<file path="config.mk">
export PLATFORM = sky130hd
export DESIGN_NAME = cpuex_exec
export DESIGN_NICKNAME = d
export VERILOG_FILES = /design/src/core/cpuex_pkg.sv /design/src/core/cpuex_file_mem.sv /design/src/core/cpuex_exec.sv
export SDC_FILE = /design/constraint.sdc
export NUM_CORES = 1
export LEC_CHECK = 0
export ABC_AREA = 1
export BUFFER_PORTS_ARGS = -buffer_cell sky130_fd_sc_hd__buf_2
export CAP_MARGIN = 20
export CELL_PAD_IN_SITES_DETAIL_PLACEMENT = 0
export CELL_PAD_IN_SITES_GLOBAL_PLACEMENT = 1
export CORE_MARGIN = 3
export CORE_UTILIZATION = 46
export CTS_CLUSTER_SIZE = 8
export DETAILED_ROUTE_END_ITERATION = 6
export PLACE_DENSITY_LB_ADDON = 0.3
export SLEW_MARGIN = 10
export SYNTH_ARGS = -nofsm -noshare
export SYNTH_HDL_FRONTEND = slang
export SYNTH_HIERARCHICAL = 1
export SYNTH_SLANG_ARGS = --single-unit
</file>
<file path="constraint.sdc">
create_clock -name core_clk -period 2.9 [get_ports core_clk]
set_clock_uncertainty 0.05 [all_clocks]
set_input_delay 0.145 -clock core_clk [delete_from_list [all_inputs] [get_ports core_clk]]
set_output_delay 0.145 -clock core_clk [all_outputs]
set_load 0.02 [all_outputs]
</file>
<file path="src/core/cpuex_pkg.sv">
// Constants, opcodes and states for the execution datapath.
// Assumes a single 20 MHz core clock and an active-low async reset.
package cpuex_pkg;
   // -----------------------------------------------------------------
   // Widths
   // -----------------------------------------------------------------
   localparam int DATA_W  = 8;
   localparam int LIT_W   = 11;
   localparam int PC_W    = 13;
   localparam int FADDR_W = 7;
   localparam int FDEPTH  = 128;
   localparam int PCH_W   = 7;
   localparam int PCH_HI  = 4;
   localparam int PCH_LO  = 3;
   localparam int CNT_W   = 4;
   // -----------------------------------------------------------------
   // Reset values
   // -----------------------------------------------------------------
   localparam logic [DATA_W-1:0] ACC_RST  = 8'h00;
   localparam logic [PC_W-1:0]   PC_RST   = 13'h0000;
   localparam logic              FLAG_RST = 1'b0;
   // -----------------------------------------------------------------
   // Timing
   // -----------------------------------------------------------------
   localparam int CLK_PERIOD_NS  = 50;
   localparam int INSTR_CYCLE_NS = 200;
   localparam int INSTR_CLKS     = (INSTR_CYCLE_NS + CLK_PERIOD_NS - 1)
                                   / CLK_PERIOD_NS;
   localparam int SINGLE_CYCLES  = 1;
   localparam int JUMP_CYCLES    = 2;
   // -----------------------------------------------------------------
   // Opcodes and states
   // -----------------------------------------------------------------
   typedef enum logic [2:0] {
      OP_UNCOND_JUMP  = 3'h0,
      OP_OR_LIT_ACC   = 3'h1,
      OP_OR_ACC_FILE  = 3'h2,
      OP_INCR_FILE    = 3'h3,
      OP_SHL_FILE     = 3'h4,
      OP_SHR_FILE     = 3'h5
   } cpuex_op_type;

   typedef enum logic [1:0] {
      ST_IDLE = 2'b01,
      ST_RUN  = 2'b10
   } cpuex_state_type;

   localparam logic DEST_ACC  = 1'b0;
   localparam logic DEST_FILE = 1'b1;
endpackage

</file>
<file path="src/core/cpuex_file_mem.sv">
// Data file of the current bank: one write port, registered read.
// Assumes same-clock write and read address from the execution core.
`timescale 1ns/1ps
`default_nettype none
module cpuex_file_mem #(
   parameter int WIDTH = 8,
   parameter int DEPTH = 128,
   parameter int AW    = 7
) (
   input  wire logic             core_clk, // Core clock
   input  wire logic             rst_n,    // Async reset, active low
   input  wire logic             we,       // Write strobe
   input  wire logic [AW-1:0]    waddr,    // Write address
   input  wire logic [WIDTH-1:0] wdata,    // Write data
   input  wire logic [AW-1:0]    raddr,    // Read address
   output logic      [WIDTH-1:0] rdata     // Read data, registered
);
   logic [WIDTH-1:0] mem_reg [DEPTH];

   always_ff @(posedge core_clk) begin
      if (we) begin
         mem_reg[waddr] <= wdata;
      end
   end

   always_ff @(posedge core_clk or negedge rst_n) begin
      if (!rst_n) begin
         rdata <= '0;
      end else begin
         rdata <= mem_reg[raddr];
      end
   end
endmodule
`default_nettype wire

</file>
<file path="src/core/cpuex_exec.sv">
// Execution datapath: jump, OR, increment and logical shifts.
// Assumes instruction fields come from same-clock decode logic.
`timescale 1ns/1ps
`default_nettype none
module cpuex_exec #(
   parameter int INSTR_CLKS = cpuex_pkg::INSTR_CLKS
) (
   input  wire logic                          core_clk,  // Core clock
   input  wire logic                          rst_n,     // Async reset
   input  wire logic                          instr_valid, // Issue strobe
   input  wire logic [2:0]                    instr_op,  // Opcode
   input  wire logic [cpuex_pkg::LIT_W-1:0]   instr_lit, // Literal field
   input  wire logic [cpuex_pkg::FADDR_W-1:0] instr_file, // File address
   input  wire logic                          instr_dest, // Destination
   input  wire logic [cpuex_pkg::PCH_W-1:0]   pc_high_latch, // PC latch
   output logic      [cpuex_pkg::DATA_W-1:0]  acc,       // Accumulator
   output logic                               carry,     // Carry flag
   output logic                               zero,      // Zero flag
   output logic      [cpuex_pkg::PC_W-1:0]    pc,        // Program counter
   output logic                               busy,      // Executing
   output logic                               done       // Commit pulse
);
   // -----------------------------------------------------------------
   // State
   // -----------------------------------------------------------------
   cpuex_pkg::cpuex_state_type           state_reg, state_next;
   cpuex_pkg::cpuex_op_type              op_reg, op_next;
   logic [cpuex_pkg::CNT_W-1:0]          cnt_reg, cnt_next;
   logic [cpuex_pkg::LIT_W-1:0]          lit_reg, lit_next;
   logic [cpuex_pkg::FADDR_W-1:0]        file_reg, file_next;
   logic                                 dest_reg, dest_next;
   logic [1:0]                           pch_reg, pch_next;
   logic [cpuex_pkg::DATA_W-1:0]         acc_reg, acc_next;
   logic                                 carry_reg, carry_next;
   logic                                 zero_reg, zero_next;
   logic [cpuex_pkg::PC_W-1:0]           pc_reg, pc_next;
   logic                                 busy_reg, busy_next;
   logic                                 done_reg, done_next;

   logic [cpuex_pkg::DATA_W-1:0]         file_rdata;
   logic [cpuex_pkg::DATA_W-1:0]         result;
   logic                                 res_carry;
   logic                                 commit;
   logic                                 mem_we;
   logic                                 op_ok;
   logic [cpuex_pkg::CNT_W-1:0]          last_cnt;

   // -----------------------------------------------------------------
   // Helpers
   // -----------------------------------------------------------------
   function automatic logic is_zero(input logic [7:0] v);
      return (v == 8'h00);
   endfunction

   function automatic logic is_file_op(input cpuex_pkg::cpuex_op_type o);
      return (o != cpuex_pkg::OP_UNCOND_JUMP) &&
             (o != cpuex_pkg::OP_OR_LIT_ACC);
   endfunction

   function automatic logic [3:0] cycles_of(input cpuex_pkg::cpuex_op_type o);
      if (o == cpuex_pkg::OP_UNCOND_JUMP) begin
         return 4'(cpuex_pkg::JUMP_CYCLES * INSTR_CLKS - 1);
      end else begin
         return 4'(cpuex_pkg::SINGLE_CYCLES * INSTR_CLKS - 1);
      end
   endfunction

   // -----------------------------------------------------------------
   // Data file
   // -----------------------------------------------------------------
   cpuex_file_mem #(
      .WIDTH (cpuex_pkg::DATA_W),
      .DEPTH (cpuex_pkg::FDEPTH),
      .AW    (cpuex_pkg::FADDR_W)
   ) u_file (
      .core_clk (core_clk),
      .rst_n    (rst_n),
      .we       (mem_we),
      .waddr    (file_reg),
      .wdata    (result),
      .raddr    (file_reg),
      .rdata    (file_rdata)
   );

   // -----------------------------------------------------------------
   // Result path
   // -----------------------------------------------------------------
   always_comb begin
      res_carry = carry_reg;
      case (op_reg)
         cpuex_pkg::OP_OR_LIT_ACC: begin
            result = acc_reg | lit_reg[7:0];
         end
         cpuex_pkg::OP_OR_ACC_FILE: begin
            result = acc_reg | file_rdata;
         end
         cpuex_pkg::OP_INCR_FILE: begin
            result = 8'(file_rdata + 8'h01);
         end
         cpuex_pkg::OP_SHL_FILE: begin
            result    = {file_rdata[6:0], 1'b0};
            res_carry = file_rdata[7];
         end
         cpuex_pkg::OP_SHR_FILE: begin
            result    = {1'b0, file_rdata[7:1]};
            res_carry = file_rdata[0];
         end
         default: begin
            result = 8'h00;
         end
      endcase
   end

   // -----------------------------------------------------------------
   // Sequencer
   // -----------------------------------------------------------------
   always_comb begin
      state_next = state_reg;
      op_next    = op_reg;
      cnt_next   = cnt_reg;
      lit_next   = lit_reg;
      file_next  = file_reg;
      dest_next  = dest_reg;
      pch_next   = pch_reg;
      acc_next   = acc_reg;
      carry_next = carry_reg;
      zero_next  = zero_reg;
      pc_next    = pc_reg;
      busy_next  = busy_reg;
      done_next  = 1'b0;
      mem_we     = 1'b0;
      op_ok      = (instr_op <= 3'(cpuex_pkg::OP_SHR_FILE));
      last_cnt   = cycles_of(op_reg);
      commit     = (state_reg == cpuex_pkg::ST_RUN) && (cnt_reg == last_cnt);
      case (state_reg)
         cpuex_pkg::ST_IDLE: begin
            if (instr_valid && op_ok) begin
               state_next = cpuex_pkg::ST_RUN;
               op_next    = cpuex_pkg::cpuex_op_type'(instr_op);
               cnt_next   = '0;
               lit_next   = instr_lit;
               file_next  = instr_file;
               dest_next  = instr_dest;
               pch_next   = pc_high_latch[cpuex_pkg::PCH_HI:cpuex_pkg::PCH_LO];
               busy_next  = 1'b1;
            end
         end
         cpuex_pkg::ST_RUN: begin
            cnt_next = 4'(cnt_reg + 4'h1);
            if (commit) begin
               state_next = cpuex_pkg::ST_IDLE;
               busy_next  = 1'b0;
               done_next  = 1'b1;
               if (op_reg == cpuex_pkg::OP_UNCOND_JUMP) begin
                  pc_next = {pch_reg, lit_reg};
               end else begin
                  zero_next  = is_zero(result);
                  carry_next = res_carry;
                  if (!is_file_op(op_reg) ||
                      dest_reg == cpuex_pkg::DEST_ACC) begin
                     acc_next = result;
                  end else begin
                     mem_we = 1'b1;
                  end
               end
            end
         end
         default: begin
            state_next = cpuex_pkg::ST_IDLE;
            busy_next  = 1'b0;
         end
      endcase
   end

   always_ff @(posedge core_clk or negedge rst_n) begin
      if (!rst_n) begin
         state_reg <= cpuex_pkg::ST_IDLE;
         op_reg    <= cpuex_pkg::OP_UNCOND_JUMP;
         cnt_reg   <= '0;
         lit_reg   <= '0;
         file_reg  <= '0;
         dest_reg  <= cpuex_pkg::DEST_ACC;
         pch_reg   <= '0;
         acc_reg   <= cpuex_pkg::ACC_RST;
         carry_reg <= cpuex_pkg::FLAG_RST;
         zero_reg  <= cpuex_pkg::FLAG_RST;
         pc_reg    <= cpuex_pkg::PC_RST;
         busy_reg  <= 1'b0;
         done_reg  <= 1'b0;
      end else begin
         state_reg <= state_next;
         op_reg    <= op_next;
         cnt_reg   <= cnt_next;
         lit_reg   <= lit_next;
         file_reg  <= file_next;
         dest_reg  <= dest_next;
         pch_reg   <= pch_next;
         acc_reg   <= acc_next;
         carry_reg <= carry_next;
         zero_reg  <= zero_next;
         pc_reg    <= pc_next;
         busy_reg  <= busy_next;
         done_reg  <= done_next;
      end
   end

   assign acc   = acc_reg;
   assign carry = carry_reg;
   assign zero  = zero_reg;
   assign pc    = pc_reg;
   assign busy  = busy_reg;
   assign done  = done_reg;
endmodule
`default_nettype wire

</file>
==> run_results.csv <==
group,metric,value,unit
clock_network,cts-resized-gates,0,
clock_network,holdBufCountCts,27,
timing,fmax,371,MHz
drt,wl_per_cell,21.2,um
flow_run,maxCapViolCount,0,
timing,finalCritPeriodShare,0.929,
grt,overflow,0,
final_layout,antenna_cells,0,
clock_network,clock_latency,0.74,ns
clock_network,cts-buffers-inserted,153,
synthesis,synth_cell_type_count,35,
grt,met2_usage,0.362,
power,peakVddDrop,1120,uV
worst_setup_path,reg2regPathDepth,10,
timing,layout_setup_ws,0.205,ns
floorplanning,rows,114,
worst_setup_path,crit_fanout,128,
timing,rsz0062_at_grt,"no",
clock_network,h-tree-depth,4,
worst_setup_path,endpoint_kind,"register",
drt,first_iter_violations,2900,
worst_setup_path,startpoint_type,"register",
clock_network,clock-sinks,1086,
floorplanning,fp.dieArea,102000,um2
floorplanning,dieWidth,319,um
synthesis,ys_seq_area_frac,0.715,
floorplanning,core,97000,um2
drt,wl,116000,um
clock_network,cts_tree,"built",
grt,grt_usage,0.228,
final_layout,syn_to_final_growth,15.8,%
grt,grt_pass1_wl,176000,um
timing,setup_viol,0,
clock_network,cts_setup_buffers,0,
worst_setup_path,criticalPathCategory,"register to register",
final_layout,fin_util,0.539,
synthesis,syn_area,45200,um2
grt,grt_pass1_vias,28258,
drt,num_vias,29721,
power,powerDensity,1140,nW/um2
floorplanning,ios,57,
clock_network,cts-root-buf,"clkbuf_16",
worst_setup_path,r2r_end,"u_file/mem_reg[44][7]",
synthesis,synth_nets,3947,
final_layout,multi_input_comb_area,11000,um2
grt,use_met1,0.324,
floorplanning,initial_core_util,0.466,
drt,route.detailed.drc,0,
timing,fin_setup_tns,0,ns
synthesis,netlist_instances,3913,
floorplanning,die_h,319,um
worst_setup_path,r2r_slack,0.20,ns
synthesis,ys_warn_count,6,
clock_network,cts.reportedPaths.clkPinSlew,0.06,ns
place,gp_congestion,0.806,
timing,relSlewSlack,0.375,
timing,finalCriticalPeriod,2.70,ns
worst_setup_path,cp.arrival,2.99,ns
power,p_total,59.5,mW
place,numPortBuffers,51,
power,leakage,19.6,nW
worst_setup_path,critical_path_required,3.19,ns
timing,tightest_slew,0.937,ns
timing,timing.hold.ws,0.0623,ns
synthesis,yosys_register_bits,1086,
drt,routed_via_density,5.42,
hold_path,hp-class,"input pin to asynchronous set/reset pin",
final_layout,seq_area,32300,um2
final_layout,fill_cells,8247,
final_layout,largest_register_ffs,1024,
grt,grt.busiest_layer,"met2",
clock_network,cts_max_path_buffers,3,
final_layout,drive_gt1_frac,0.124,
drt,dr.pass1.iters,5,
grt,grt_antenna_before_repair,1,
worst_setup_path,r2r_start,"op_reg[2]",
place,hpwl,65400,um
final_layout,final_nets,4184,
grt,grt_max_degree,130,
grt,grt.met3_usage,0.0345,
timing,finalHoldViolCount,0,
outcome,outcome,"finished clean",
synthesis,syn_avg_cell_area,11.5,um2
timing,drv_slew,0,
drt,antenna_left,0,
place,dp_slack,0.300,ns
[synthesized netlist by cell type, drive strengths merged]
master / n / area share
a21oi: 15 / 0.0017
a31oi: 1 / 0.00014
and3: 1 / 0.00014
buf: 211 / 0.033
clkbuf: 30 / 0.0025
dfrtp: 61 / 0.034
dfstp: 1 / 0.00058
edfxtp: 1024 / 0.68
ha: 2 / 0.00055
inv: 71 / 0.0061
mux2: 14 / 0.0035
nand2: 1307 / 0.11
nand3: 955 / 0.11
nand3b: 2 / 0.00033
nand4: 11 / 0.0015
nor2: 168 / 0.015
nor3: 11 / 0.0012
o21ai: 25 / 0.0034
o21bai: 1 / 0.00017
o31ai: 1 / 0.00017
or2: 1 / 0.00014
[per-stage QoR]
stage / instance area [um2] / std cells
finish: 52300 / 5483
floorplan: 45200 / 3913
CTS: 52300 / 5483
detailed placement: 47900 / 5244
global route: 52300 / 5483
global placement: 47900 / 5244
[how the worst max path moves through the flow]
stage | startpoint | endpoint | slack [ns] | cells past startpoint
4_1_cts | op_reg[2] | u_file/mem_reg[56][7] | 0.26 | 10
3_5_place_dp | op_reg[2] | u_file/mem_reg[55][7] | 0.30 | 10
5_1_grt | op_reg[0] | u_file/mem_reg[47][7] | 0.05 | 8
3_3_place_gp | op_reg[2] | u_file/mem_reg[113][7] | 0.34 | 10
6_report | op_reg[2] | u_file/mem_reg[44][7] | 0.20 | 10
2_1_floorplan | u_file/rdata[0] | u_file/mem_reg[0][2] | 0.08 | 6
[power by group]
part           switching [mW]  internal (mW)
registers               0.579           21.5
logic                    16.1           5.55
clock network            6.21           9.59
total                    22.8           36.7
[layout by cell type (no fill, tap or decap), drive strengths merged]
cell | Yosys | final
o31ai | 1 | 1
mux2 | 14 | 14
nor2 | 168 | 168
dfstp | 1 | 1
nand3b | 2 | 2
o21ai | 25 | 25
a31oi | 1 | 1
clkbuf | 30 | 201
dfrtp | 61 | 61
buf | 211 | 296
edfxtp | 1024 | 1024
and3 | 1 | 1
nand3 | 955 | 955
inv | 71 | 72
or2 | 1 | 1
nand4 | 11 | 11
clkinvlp | 0 | 7
o21bai | 1 | 1
ha | 2 | 2
dlygate4sd3 | 0 | 27
nand2 | 1307 | 1307
a21oi | 15 | 15
nor3 | 11 | 11
clkinv | 0 | 3
[final cells by class]
class                   count  area share
repair buffers            323      0.0553
well taps                1276      0.0305
inverters                  71     0.00615
clock inverters            11     0.00203
flip-flops and latches   1086       0.618
clock buffers             201      0.0775
multi-input cells        2515       0.210
[worst max-delay path: stages, from the launching register on]
cell,delay (ns)
dfrtp_1,0.40
buf_4,0.18
inv_2,0.14
nand3_2,0.25
nand2_1,0.17
nand2_1,0.07
nand2_1,0.06
nand3_1,0.06
nor2_1,0.32
clkinvlp_4,0.19
buf_12,0.24
[cells by family after synthesis]
logic type,synth area share
buf+inv,0.0414
flops,0.715
simple gates,0.234
fa+ha+maj,0.000554
compound gates,0.00557
mux,0.00349
[layer usage]
metal / up-vias / wire [um]
li1: 14126 / -
met1: 14492 / 51100
met2: 919 / 54900
met3: 184 / 7380
met4: 0 / 2910
met5: - / 0
No activity file was read; power rests on OpenSTA's default activity.
